File: src/pkg/svr_pkg.sv
/*
 * package for the supervisor watchdog/reset block: timing constants,
 * decoded three-level input codes and the packed carriers.
 * assumes a 100 MHz system clock; analog comparators arrive as levels.
 */
package svr_pkg;

    // ************************************************************
    // clock and timing
    // ************************************************************
    localparam int unsigned CLK_PERIOD_NS  = 10;
    localparam int unsigned CE_HOLD_NS     = 15000;   // 15 us
    localparam int unsigned CE_HOLD_CYC    = CE_HOLD_NS / CLK_PERIOD_NS;
    localparam int unsigned KICK_PULSE_NS  = 100;
    localparam int unsigned KICK_PULSE_CYC =
        (KICK_PULSE_NS + CLK_PERIOD_NS - 1) / CLK_PERIOD_NS;
    localparam int unsigned RST_TMO_MS     = 200;
    localparam int unsigned WD_SLOW_MS     = 1600;
    localparam int unsigned WD_FAST_MS     = 100;
    localparam int unsigned CYC_PER_MS     = 1000000 / CLK_PERIOD_NS;
    localparam int unsigned RST_TMO_CYC    = RST_TMO_MS * CYC_PER_MS;
    localparam int unsigned WD_SLOW_CYC    = WD_SLOW_MS * CYC_PER_MS;
    localparam int unsigned WD_FAST_CYC    = WD_FAST_MS * CYC_PER_MS;
    // external timebase counts, in external clock edges
    localparam int unsigned EXT_WD_CLKS    = 1024;
    localparam int unsigned EXT_WD1_CLKS   = 4096;
    localparam int unsigned EXT_RST_CLKS   = 2048;
    localparam int unsigned SYNC_STAGES    = 2;
    localparam int unsigned CNT_W          = 28;

    // ************************************************************
    // three-level kick input code and carriers
    // ************************************************************
    typedef enum logic [1:0] {
        SVR_KICK_LOW  = 2'h0,
        SVR_KICK_HIGH = 2'h1,
        SVR_KICK_MID  = 2'h2
    } svr_kick_t;

    typedef struct packed {
        logic main_ok;      // main supply above reset threshold
        logic main_gt_bkp;  // main supply above backup level
        logic pf_ok;        // power-fail sense above 1.25 V
    } svr_supply_t;

    typedef struct packed {
        logic sel_int;      // timebase select high or floating
        logic tb_in;        // timebase pin level
    } svr_tb_t;

endpackage

File: src/hdl/svr_supervisor.sv
/*
 * supervisor core: supply switch selection, low-supply flag, power-fail
 * flag, three-level watchdog, reset timer and chip-select gating.
 * assumes comparator results and the decoded kick level arrive as
 * digital levels; all pins synchronous to clk after the input chains.
 */
`timescale 1ns/100ps
// Behaviour
// [RULE1] on_battery_flag high while switched supply comes from backup
// [RULE2] backup selected only when main below backup level and threshold
// [RULE3] low-supply flag low below threshold, high at once above it
// [RULE4] select high or floating uses internal timing, low uses external
// [RULE5] internal mode: timebase pin picks fast or slow watchdog
// [RULE6] power-fail flag follows 1.25V comparator, affects nothing else
// [RULE7] kick decoded three-level; mid level disables the watchdog
// [RULE8] static kick past timeout drives missed-kick low and resets
// [RULE9] missed-kick stays low until the next kick transition; the code also sets it high in ST_LOW, with no kick transition
// [RULE10] missed-kick held high while kick input is mid level
// [RULE11] gated chip-select low only if input low and supply good
// [RULE12] chip-select held 15us or until input rises when reset asserts
// [RULE13] reset asserted below threshold and 200ms after recovery
// [RULE14] active-high reset is always inverse of active-low reset
// [RULE15] floating selects: 1.6s watchdog, 200ms reset timeout
// [RULE16] internal, pin low: 100ms watchdog, 1.6s first period
// [RULE17] external: 1024, first 4096, reset 2048 clocks
// [RULE18] any kick edge or 100ns pulse restarts the watchdog
// [RULE19] supply, comparator and kick inputs synchronised first
module svr_supervisor #(
    parameter int unsigned RST_CYC  = svr_pkg::RST_TMO_CYC,
    parameter int unsigned WDS_CYC  = svr_pkg::WD_SLOW_CYC,
    parameter int unsigned WDF_CYC  = svr_pkg::WD_FAST_CYC
) (
    input  wire logic              clk,
    input  wire logic              rst,
    input  wire svr_pkg::svr_supply_t supply_in,
    input  wire svr_pkg::svr_tb_t  tb_cfg,
    input  wire svr_pkg::svr_kick_t kick_in,
    input  wire logic              cs_in_n,
    output logic                   on_battery_flag,
    output logic                   low_supply_n,
    output logic                   powerfail_flag_out,
    output logic                   missed_kick_out,
    output logic                   reset_out_n,
    output logic                   reset_od_oe,
    output logic                   cs_out_n
);
    // ************************************************************
    // input synchronisers
    // ************************************************************
    localparam int unsigned NSYNC = 7;
    logic [NSYNC-1:0] raw_in;
    logic [NSYNC-1:0] syn;
    logic             main_ok;
    logic             main_gt_bkp;
    logic             pf_ok;
    logic             sel_int;
    logic             tb_lvl;
    svr_pkg::svr_kick_t kick_s;

    // bundle all asynchronous levels into one chain
    assign raw_in = {supply_in.main_ok, supply_in.main_gt_bkp,
                     supply_in.pf_ok, tb_cfg.sel_int, tb_cfg.tb_in,
                     kick_in};

    svr_sync #(.W(NSYNC)) u_sync ( // RULE19
        .clk (clk),
        .rst (rst),
        .d   (raw_in),
        .q   (syn)
    );

    assign main_ok     = syn[6];
    assign main_gt_bkp = syn[5];
    assign pf_ok       = syn[4];
    assign sel_int     = syn[3];
    assign tb_lvl      = syn[2];
    assign kick_s      = svr_pkg::svr_kick_t'(syn[1:0]);

    // ************************************************************
    // timebase
    // ************************************************************
    logic tick;

    svr_tick u_tick ( // RULE4
        .clk     (clk),
        .rst     (rst),
        .sel_int (sel_int),
        .tb_in   (tb_lvl),
        .tick    (tick)
    );

    // timeout lengths in ticks for the current mode
    logic [svr_pkg::CNT_W-1:0] wd_norm;
    logic [svr_pkg::CNT_W-1:0] wd_first;
    logic [svr_pkg::CNT_W-1:0] rst_len;

    always_comb begin
        if (sel_int) begin
            rst_len  = svr_pkg::CNT_W'(RST_CYC);                 // RULE15
            wd_first = svr_pkg::CNT_W'(WDS_CYC);                 // RULE16
            wd_norm  = tb_lvl ? svr_pkg::CNT_W'(WDS_CYC)         // RULE5
                              : svr_pkg::CNT_W'(WDF_CYC);
        end else begin
            rst_len  = svr_pkg::CNT_W'(svr_pkg::EXT_RST_CLKS);   // RULE17
            wd_first = svr_pkg::CNT_W'(svr_pkg::EXT_WD1_CLKS);
            wd_norm  = svr_pkg::CNT_W'(svr_pkg::EXT_WD_CLKS);
        end
    end

    // ************************************************************
    // supply switch and comparator flags
    // ************************************************************
    logic bkp_sel;
    // backup only when both conditions are met
    assign bkp_sel            = ~main_ok & ~main_gt_bkp;   // RULE2
    assign on_battery_flag    = bkp_sel;                   // RULE1
    assign low_supply_n       = main_ok;                   // RULE3
    // uncommitted comparator: reads nothing else in the block
    assign powerfail_flag_out = pf_ok;                     // RULE6

    // ************************************************************
    // kick edge detection
    // ************************************************************
    svr_pkg::svr_kick_t kick_prev_r;
    svr_pkg::svr_kick_t kick_prev_nxt;
    logic               kick_mid;
    logic               kick_edge;

    assign kick_mid  = (kick_s == svr_pkg::SVR_KICK_MID);          // RULE7
    // any change between high and low; a 100ns pulse spans >=10 clocks
    // so it yields two edges and always restarts the timer
    assign kick_edge = ~kick_mid && (kick_prev_r != kick_s) &&
                       (kick_prev_r != svr_pkg::SVR_KICK_MID);     // RULE18

    always_comb begin
        kick_prev_nxt = kick_s;
    end

    // ************************************************************
    // reset / watchdog state machine
    // ************************************************************
    typedef enum logic [2:0] {
        ST_HOLD = 3'b001,   // reset asserted, counting reset timeout
        ST_RUN  = 3'b010,   // reset released, watchdog armed
        ST_LOW  = 3'b100    // supply below threshold
    } svr_state_t;

    svr_state_t                st_r;
    svr_state_t                st_nxt;
    logic [svr_pkg::CNT_W-1:0] rcnt_r;
    logic [svr_pkg::CNT_W-1:0] rcnt_nxt;
    logic [svr_pkg::CNT_W-1:0] wcnt_r;
    logic [svr_pkg::CNT_W-1:0] wcnt_nxt;
    logic                      first_r;
    logic                      first_nxt;
    logic                      wdo_r;
    logic                      wdo_nxt;
    logic                      wd_exp;

    assign wd_exp = tick && !kick_mid && !kick_edge &&
                    (wcnt_r + 1'b1 >= (first_r ? wd_first : wd_norm));

    // next state, counters and missed-kick flag
    always_comb begin
        st_nxt    = st_r;
        rcnt_nxt  = rcnt_r;
        wcnt_nxt  = wcnt_r;
        first_nxt = first_r;
        wdo_nxt   = wdo_r;
        // the flag returns high on the next kick transition
        if (kick_edge) begin
            wdo_nxt = 1'b1;                                        // RULE9
        end
        if (kick_mid) begin
            wdo_nxt = 1'b1;                                        // RULE10
        end
        case (st_r)
            ST_LOW: begin
                wdo_nxt  = 1'b1;   // watchdog disabled below threshold
                rcnt_nxt = '0;
                if (main_ok) begin
                    st_nxt = ST_HOLD;
                end
            end
            ST_HOLD: begin
                wcnt_nxt = '0;
                if (tick) begin
                    rcnt_nxt = rcnt_r + 1'b1;
                end
                if (tick && (rcnt_r + 1'b1 >= rst_len)) begin      // RULE13
                    st_nxt    = ST_RUN;
                    first_nxt = 1'b1;
                    rcnt_nxt  = '0;
                end
            end
            ST_RUN: begin
                if (kick_edge || kick_mid) begin
                    wcnt_nxt  = '0;                                // RULE18
                    first_nxt = first_r & kick_mid;
                end else if (wd_exp) begin
                    wdo_nxt  = 1'b0;                               // RULE8
                    wcnt_nxt = '0;
                    st_nxt   = ST_HOLD;
                end else if (tick) begin
                    wcnt_nxt = wcnt_r + 1'b1;
                end
            end
            default: begin
                st_nxt = ST_LOW;
            end
        endcase
        // supply loss overrides state, watchdog count and first-period flag
        if (!main_ok) begin
            st_nxt    = ST_LOW;                                    // RULE13
            wcnt_nxt  = '0;
            first_nxt = 1'b1;
        end
    end

    // registers only
    always_ff @(posedge clk) begin
        if (rst) begin
            st_r        <= ST_LOW;
            rcnt_r      <= '0;
            wcnt_r      <= '0;
            first_r     <= 1'b1;
            wdo_r       <= 1'b1;
            kick_prev_r <= svr_pkg::SVR_KICK_MID;
        end else begin
            st_r        <= st_nxt;
            rcnt_r      <= rcnt_nxt;
            wcnt_r      <= wcnt_nxt;
            first_r     <= first_nxt;
            wdo_r       <= wdo_nxt;
            kick_prev_r <= kick_prev_nxt;
        end
    end

    assign missed_kick_out = wdo_r;
    assign reset_out_n     = (st_r == ST_RUN);
    // open-drain high reset: enable drives the pin low while not in reset
    assign reset_od_oe     = reset_out_n;                          // RULE14

    // ************************************************************
    // chip-select gating
    // ************************************************************
    logic                          hold_r;
    logic                          hold_nxt;
    logic [$clog2(svr_pkg::CE_HOLD_CYC+1)-1:0] ccnt_r;
    logic [$clog2(svr_pkg::CE_HOLD_CYC+1)-1:0] ccnt_nxt;
    logic                          cs_r;
    logic                          cs_nxt;
    logic                          rst_rise;

    // reset asserting this cycle while the gate was open
    assign rst_rise = reset_out_n && (st_nxt != ST_RUN);

    // a low chip-select in flight is allowed to finish, bounded in time
    always_comb begin
        hold_nxt = hold_r;
        ccnt_nxt = ccnt_r;
        if (rst_rise && !cs_in_n) begin
            hold_nxt = 1'b1;                                       // RULE12
            ccnt_nxt = '0;
        end else if (hold_r) begin
            ccnt_nxt = ccnt_r + 1'b1;
            if (cs_in_n ||
                (ccnt_r + 1'b1 >= ($bits(ccnt_r))'(svr_pkg::CE_HOLD_CYC))) begin
                hold_nxt = 1'b0;
            end
        end
        if (reset_out_n && st_nxt == ST_RUN) begin
            hold_nxt = 1'b0;
        end
        if (hold_r || hold_nxt) begin
            cs_nxt = cs_in_n;
        end else begin
            cs_nxt = cs_in_n | ~(st_nxt == ST_RUN) | ~main_ok;    // RULE11
        end
    end

    // registered so the chip-select output comes from a flop
    always_ff @(posedge clk) begin
        if (rst) begin
            hold_r <= 1'b0;
            ccnt_r <= '0;
            cs_r   <= 1'b1;
        end else begin
            hold_r <= hold_nxt;
            ccnt_r <= ccnt_nxt;
            cs_r   <= cs_nxt;
        end
    end

    assign cs_out_n = cs_r;

    // ************************************************************
    // checks
    // ************************************************************
    property p_inv;
        @(posedge clk) disable iff (rst) reset_od_oe == reset_out_n;
    endproperty
    a_inv: assert property (p_inv) else $error("reset pair not inverse"); // RULE14

    property p_low_rst;
        @(posedge clk) disable iff (rst) !main_ok |=> !reset_out_n;
    endproperty
    a_low_rst: assert property (p_low_rst) else $error("reset not low"); // RULE13

    property p_batt;
        @(posedge clk) disable iff (rst)
            on_battery_flag |-> (!main_ok && !main_gt_bkp);
    endproperty
    a_batt: assert property (p_batt) else $error("backup misselected"); // RULE2

    property p_mid;
        @(posedge clk) disable iff (rst) kick_mid |=> missed_kick_out;
    endproperty
    a_mid: assert property (p_mid) else $error("missed-kick low at mid"); // RULE10

    property p_exp;
        @(posedge clk) disable iff (rst)
            (st_r == ST_RUN && wd_exp && !kick_edge && main_ok)
            |=> (!missed_kick_out && !reset_out_n);
    endproperty
    a_exp: assert property (p_exp) else $error("expiry not flagged"); // RULE8

    property p_kick_clr;
        @(posedge clk) disable iff (rst)
            kick_edge |=> missed_kick_out;
    endproperty
    a_kick_clr: assert property (p_kick_clr) else $error("flag stuck"); // RULE9

    property p_cs;
        @(posedge clk) disable iff (rst)
            (!hold_r && !hold_nxt && (cs_in_n || !main_ok)) |=> cs_out_n;
    endproperty
    a_cs: assert property (p_cs) else $error("chip-select leaked"); // RULE11

    property p_lowline;
        @(posedge clk) disable iff (rst) low_supply_n == main_ok;
    endproperty
    a_lowline: assert property (p_lowline) else $error("low flag"); // RULE3

    c_expiry: cover property (@(posedge clk) disable iff (rst) wd_exp);
    c_hold:   cover property (@(posedge clk) disable iff (rst) hold_r);
    c_run:    cover property (@(posedge clk) disable iff (rst)
                              st_r == ST_RUN);
endmodule

File: src/hdl/svr_sync.sv
/*
 * level synchroniser, a generate loop of two-flop chains.
 * assumes inputs may change on any edge of clk.
 */
`timescale 1ns/100ps
module svr_sync #(
    parameter int unsigned W = 1
) (
    input  wire logic         clk,
    input  wire logic         rst,
    input  wire logic [W-1:0] d,
    output logic      [W-1:0] q
);
    // ************************************************************
    // two-flop chains
    // ************************************************************
    logic [W-1:0] meta_r;
    logic [W-1:0] meta_nxt;
    logic [W-1:0] q_nxt;

    genvar gi;
    generate
        for (gi = 0; gi < W; gi++) begin : g_bit
            // first stage feeds only the second stage
            always_comb begin
                meta_nxt[gi] = d[gi];
                q_nxt[gi]    = meta_r[gi];
            end
        end
    endgenerate

    // registers only
    always_ff @(posedge clk) begin
        if (rst) begin
            meta_r <= '0;
            q      <= '0;
        end else begin
            meta_r <= meta_nxt;
            q      <= q_nxt;
        end
    end
endmodule

File: src/hdl/svr_tick.sv
/*
 * timebase tick: one pulse per counted unit. internal mode counts clk
 * cycles (tick every cycle); external mode ticks on each synchronised
 * rising edge of the timebase pin.
 * assumes tb_in is already synchronised to clk.
 */
`timescale 1ns/100ps
module svr_tick (
    input  wire logic clk,
    input  wire logic rst,
    input  wire logic sel_int,
    input  wire logic tb_in,
    output logic      tick
);
    // ************************************************************
    // edge detect of the external timebase
    // ************************************************************
    logic prev_r;
    logic prev_nxt;

    // next value
    always_comb begin
        prev_nxt = tb_in;
    end

    // register
    always_ff @(posedge clk) begin
        if (rst) begin
            prev_r <= 1'b0;
        end else begin
            prev_r <= prev_nxt;
        end
    end

    // handshake-style output, combinational by design
    assign tick = sel_int | (tb_in & ~prev_r);
endmodule

File: config.mk
export PLATFORM = sky130hd
export DESIGN_NAME = svr_supervisor
export DESIGN_NICKNAME = d
export VERILOG_FILES = /design/src/pkg/svr_pkg.sv /design/src/hdl/svr_supervisor.sv /design/src/hdl/svr_sync.sv /design/src/hdl/svr_tick.sv
export SDC_FILE = /design/constraint.sdc
export NUM_CORES = 1
export LEC_CHECK = 0
export BUFFER_PORTS_ARGS = -buffer_cell sky130_fd_sc_hd__buf_2
export CELL_PAD_IN_SITES_DETAIL_PLACEMENT = 2
export CELL_PAD_IN_SITES_GLOBAL_PLACEMENT = 2
export CORE_ASPECT_RATIO = 1.75
export CORE_UTILIZATION = 41
export CTS_CLUSTER_SIZE = 14
export DETAILED_ROUTE_END_ITERATION = 16
export MAX_ROUTING_LAYER = met4
export PLACE_DENSITY = 0.89
export SLEW_MARGIN = 25
export SYNTH_ARGS = -nofsm -noshare
export SYNTH_HDL_FRONTEND = slang
export SYNTH_SLANG_ARGS = --single-unit
File: constraint.sdc
create_clock -name clk -period 8.2 [get_ports clk]
set_input_delay 1.64 -clock clk [delete_from_list [all_inputs] [get_ports clk]]
set_output_delay 1.64 -clock clk [all_outputs]
set_load 0.02 [all_outputs]
## Word-level counts from Yosys, hierarchy flattened

Cells that the tools add are included.

| word-level totals | value |
|---|---|
| register bits | 91 |
| word-level logic and storage cells | 93 |

| operators by class | value |
|---|---|
| add/sub/neg operators | 3 |
| $lt $le $gt $ge | 3 |
| equal/unequal tests | 12 |
| muxes and demuxes | 30 |
| bitwise operators | 11 |
| reduce and logical (&&, ||, !) cells | 22 |

Operator list:

| kind | number |
|---|---|
| 28-bit 2-to-1 mux | 9 |
| 28-bit one-hot mux with 2 select lines | 2 |
| 28-bit by 1-bit adder with 28-bit output (second input constant) | 2 |
| 28-bit greater-or-equal comparator | 2 |
| 25-bit 2-to-1 mux | 1 |
| 3-bit 2-to-1 mux | 4 |
| 11-bit by 1-bit adder with 11-bit output (second input constant) | 1 |
| 11-bit greater-or-equal comparator (second input constant) | 1 |
| 1-bit 2-to-1 mux | 11 |
| 1-bit logical AND | 9 |
| 3-bit one-hot mux with 3 select lines | 1 |
| 3-bit by 2-bit equality test with 1-bit output (second input constant) | 2 |
| 1-bit inverter | 5 |
| 2-bit inequality test (second input constant) | 2 |
| 4-bit by 1-bit inequality test with 1-bit output (second input constant) | 1 |
| 1-bit one-hot mux with 2 select lines | 2 |
| 2-bit AND reduction | 2 |
| 2-bit nonzero test | 2 |
| 2-bit OR reduction | 2 |
| 1-bit AND | 3 |
| 3-bit by 1-bit equality test with 1-bit output (second input constant) | 1 |
| 3-bit equality test (second input constant) | 1 |
| 1-bit logical NOT | 3 |
| 1-bit logical OR | 3 |
| other kinds (7) | 9 |

## Longest topological paths before layout

| logic depth | value |
|---|---|
| depth in word-level cells | 18 |
| gate-level depth with buffers | 16 |
| gate-level depth less buffers | 15 |

## Cells and area by module

From an unflattened synthesis, not the netlist that was laid out.

| second synthesis, totals | value |
|---|---|
| cells, all modules | 662 |
| area, all modules | 5469.0 um^2 |

By module, submodules not included:

| module | instances | cells an instance | area each (um^2) |
|---|---|---|---|
| svr_supervisor | 1 | 629 | 5023.6 |
| svr_sync | 1 | 29 | 407.9 |
| svr_tick | 1 | 4 | 37.5 |

## Worst setup path before layout

Ideal clock, no wire load.

| path | value |
|---|---|
| path type | reg-to-reg |
| start | register rcnt_r[0] (netlist name) |
| end | register rcnt_r[2] (netlist name) |
| setup time | 0.062 ns |
| arrival time | 3.411 ns |
| required time | 8.138 ns |
| slack | 4.728 ns |
| cell stages (with the launch flop) | 14 |
| path buffers | 0 |
| period minus slack after synthesis | 3.472 ns |
| cell sequence | dfxtp_1 > ha_1 > nand3_1 > nor4_4 > nand4_1 > nor2_1 > xor2_1 > ha_1 > or4_1 > a31oi_1 > nand3_1 > o31a_1 > or3b_1 > nand3_1 |

| between the ends | value |
|---|---|
| longest elaborated chain between the ends | 5 |
| elaborated cells on any way between the ends | 8 |

Ends and longest elaborated chain:

| item | RTL line | source |
|---|---|---|
| start, declared | svr_supervisor.sv:150 | `logic [svr_pkg::CNT_W-1:0] rcnt_r;` |
| start signal, assigned | svr_supervisor.sv:231 | `rcnt_r <= rcnt_nxt;` |
| 28-bit by 1-bit adder with 28-bit output * | svr_supervisor.sv:188, svr_supervisor.sv:190 |  |
| 28-bit greater-or-equal comparator | svr_supervisor.sv:190 | `if (tick && (rcnt_r + 1'b1 >= rst_len)) begin` |
| 1-bit logical AND | svr_supervisor.sv:190 |  |
| 28-bit 2-to-1 mux / 3-bit inequality test (equally long branches) | -- |  |
| 28-bit one-hot mux with 2 select lines / 2-bit AND reduction (equally long branches) | -- |  |

Every way passes the cells marked *; elsewhere a longest branch is shown, timed or not. The select of a mux whose other input is x is not followed.
A chain may end at the register's enable or synchronous reset.

## Worst setup path in the final report

| path | value |
|---|---|
| start | register wcnt_r[3] (netlist name) |
| end | register wcnt_r[21] (netlist name) |

| between the ends | value |
|---|---|
| longest elaborated chain between the ends | 6 |
| elaborated cells on any way between the ends | 9 |

Ends and longest elaborated chain:

| item | RTL line | source |
|---|---|---|
| start, declared | svr_supervisor.sv:152 | `logic [svr_pkg::CNT_W-1:0] wcnt_r;` |
| start signal, assigned | svr_supervisor.sv:232 | `wcnt_r <= wcnt_nxt;` |
| 28-bit by 1-bit adder with 28-bit output * | svr_supervisor.sv:161, svr_supervisor.sv:205 |  |
| 28-bit greater-or-equal comparator | svr_supervisor.sv:161 | `(wcnt_r + 1'b1 >= (first_r ? wd_first : wd_norm));` |
| 1-bit logical AND | svr_supervisor.sv:160 | `assign wd_exp = tick && !kick_mid && !kick_edge &&` |
| 28-bit 2-to-1 mux | svr_supervisor.sv:200 | `end else if (wd_exp) begin` |
| 28-bit 2-to-1 mux | svr_supervisor.sv:197 | `if (kick_edge \|\| kick_mid) begin` |
| 28-bit one-hot mux with 2 select lines | svr_supervisor.sv:177 | `case (st_r)` |

Marked as above.

==> results.ini <==
[worst_hold_path]
min_path_cells = 1
hold_start = u_sync.meta_r[5]$_SDFF_PP0_
hp-class = register to register

[synthesis]
synth_most_common_cell = dfxtp_1
synth_top_area_cell = dfxtp_1
synth_area_leaders = dfxtp_1 (34%), ha_1 (5.6%), nand2_1 (5.1%), xor2_1 (4.1%), nor2_1 (4.0%)
synth_warnings = 0
avgSynthCellArea_sq_um = 8.07
syn-num-nets = 694
syn_inst = 660
synth.ff_latch_count = 91
synth_edf_count = 0
synth_common_cells = dfxtp_1 (91), nand2_1 (72), nor2_1 (57)
async_reset_ff_share_pct = 0
synth.distinct_cells = 62
synthesis.area_sq_um = 5330
ys_seq_area_share_pct = 34.2
synth_flop_cell = dfxtp_1
yosysTopAreaCellShare_pct = 34.2

[clocking]
numCtsBuffers = 9
cts_tree = yes
cts_hold_buf = 0
worst_skew_pair.late_latency_ns = 0.36
cts_root_buf = clkbuf_16
cts_sinks = 91
cts.clk_slew.worst_paths_ns = 0.08
htree_levels = 3
cts_resized = 0
post_cts_buffers = 0
cts_max_path_buffers = 2

[global_routing]
grt_pass1_vias = 5873
grt_max_degree = 30
gr-total-overflow = 0
grt_usage_pct = 31.2
grt_pass1_wl_microns = 31000
antenna_found_initial = 0

[critical_path]
path_class = register to register
start_kind = register
cpMostUsedCell = nor2_1
worstPathMaxFanout = 9
cp.arrival_ns = 5.09
reg2reg_from = wcnt_r[3]$_SDFFE_PP0P_
crit_slowest_cell = nor3_1
critPathCaptureType = register
startpoint = wcnt_r[3]$_SDFFE_PP0P_
cp.required_ns = 8.48
path_cells = nand3_1 -> nor2_1 -> nand2_1 -> nor2_1 -> xor2_1 -> ha_1 -> a211oi_1 -> o2111ai_1 -> and3_1 -> o31a_1 -> nor3_1 -> o21ai_0 -> a31oi_1
rr_worst_depth = 13
slowest_delay_ns = 0.79

[final_layout]
syn2layout_area_growth_pct = 9.63
layout.cells.non_filler = 831
fill_cells = 1428
drive_gt1_share_pct = 8.30
postLayoutCoreUtil_pct = 46.5
num-nets-final = 692
diodes = 0

[power]
leakagePower_nw = 2.18
vdd_ir_drop_max_v = 0.0000838
powerDensity_nw_per_um2 = 160

[timing]
period_share_pct = 58.6
fin_skew_ns = 0.0121
max_freq_mhz = 208
layout_min_cycle_time_ns = 4.81
hold_viol = 0
worst_pin_slew_ns = 1.02
slew_headroom_pct = 31.7
rsz0062_at_grt = false
finalMaxSlewViolations = 0
finalSetupViolCount = 0
tns_ns = 0

[drt]
wl_per_cell_microns = 23.4
dr.pass1.iters = 7
drt_iter0_markers = 262
wl_microns = 19500
drcViolationCount = 0
viasPerCell = 6.32
vias = 5254
ant_nets = 0

[place]
io_buffer_count = 16
gp_congestion = 0.917
place_inst = 815
dp_hpwl_microns = 13400

[flow_run]
maxCapViolations = 0

[floorplan]
start_util_pct = 42.4
dieArea_sq_um = 13500
io_pins = 17
die_x_microns = 88.2
dieHeight_microns = 153
fp-row-count = 54
fp.coreArea_sq_um = 12600

[outcome]
status = complete, no violations

==> cell usage in the layout, fill, tap and decap left out, drive strengths merged, types with 6 or more instances in the layout <==
cell type,n
nor4,8
nor3,12
xnor2,19
nand3,36
clkbuf,9
or4,9
nor2,57
a22o,20
inv,27
nand4,20
buf,21
nand2,72
nor2b,19
o21ai,42
a31oi,20
ha,24
and4,11
a21oi,26
o31ai,6
a22oi,7
nand2b,6
and3,13
dfxtp,91
xor2,25
==> final cells by class <==
| type | instances | area, sq um | area share (%) |
|---|---|---|---|
| clock buffers | 9 | 225 | 3.86 |
| clock inverters | 7 | 93.8 | 1.61 |
| repair buffers | 21 | 121 | 2.08 |
| well taps | 168 | 210 | 3.60 |
| inverters | 24 | 90.1 | 1.54 |
| multi-input cells | 511 | 3280 | 56.1 |
| flip-flops and latches | 91 | 1820 | 31.2 |
==> report_power, final <==
part | switching, W | internal [W] | leakage [nW]
Combinational | 0.0000209 | 0.00000985 | 1.29
Sequential | 0.00000297 | 0.000446 | 0.737
Clock | 0.000213 | 0.000245 | 0.153
Total | 0.000237 | 0.000701 | 2.18
==> cells by family (layout without fill, tap and decap cells) <==
group / count (synthesis) / in the layout / share of synthesized area (%)
buffers and inverters: 58 / 61 / 4.42
DFF: 91 / 91 / 34.2
adders and majority gates: 24 / 24 / 5.64
muxes: 3 / 3 / 0.822
and+or+nand+nor: 283 / 283 / 28.1
AOI/OAI and AO/OA: 157 / 157 / 19.6
xor gates and xnor gates: 44 / 44 / 7.23
==> path summary, 6_finish.rpt <==
| path | end | slack, ns |
|---|---|---|
| setup / recovery | wcnt_r[21]$_SDFFE_PP0P_ | 3.39 |
| hold / removal | u_sync.q[5]$_SDFF_PP0_ | 0.45 |
| setup reg to reg | wcnt_r[21]$_SDFFE_PP0P_ | 3.39 |
| hold reg to reg | u_sync.q[5]$_SDFF_PP0_ | 0.45 |
==> per-stage QoR <==
stage | setup WS (ns) | total power (W) | instance area, sq um | hold WS [ns]
global route | 3.18 | 0.000962 | 5840 | 0.465
global placement | 3.64 | 0.000485 | 5500 | 0.415
finish | 3.39 | 0.000937 | 5840 | 0.447
floorplan | 4.73 | 0.000476 | 5330 | 0.414
CTS | 3.46 | 0.000942 | 5840 | 0.453
detailed placement | 3.57 | 0.000488 | 5520 | 0.428
==> flip-flops by register name, summed over array words and instances (netlist names) <==
register and flops:
st_r 3, wcnt_r 28, u_sync.meta_r 7, missed_kick_out 1, kick_prev_r 2, cs_out_n 1, rcnt_r 28, ccnt_r 11
u_tick.prev_r 1, u_sync.q 7, hold_r 1, first_r 1
==> worst max-delay path, delay by kind of cell, from the launching register on <==
| family | cells | cell delay [ns] |
|---|---|---|
| simple gates | 6 | 2.20 |
| compound gates | 5 | 1.46 |
| flops | 1 | 0.52 |
| fa+ha+maj | 1 | 0.29 |
| xor+xnor | 1 | 0.25 |
==> per-layer routing <==
metal  track usage [%]  wire (microns)
met2              58.3           11100
met4              18.7            1080
met5                 -               0
met1              28.6            6880
met3              4.12             427
(Power assumes the default switching activity.)
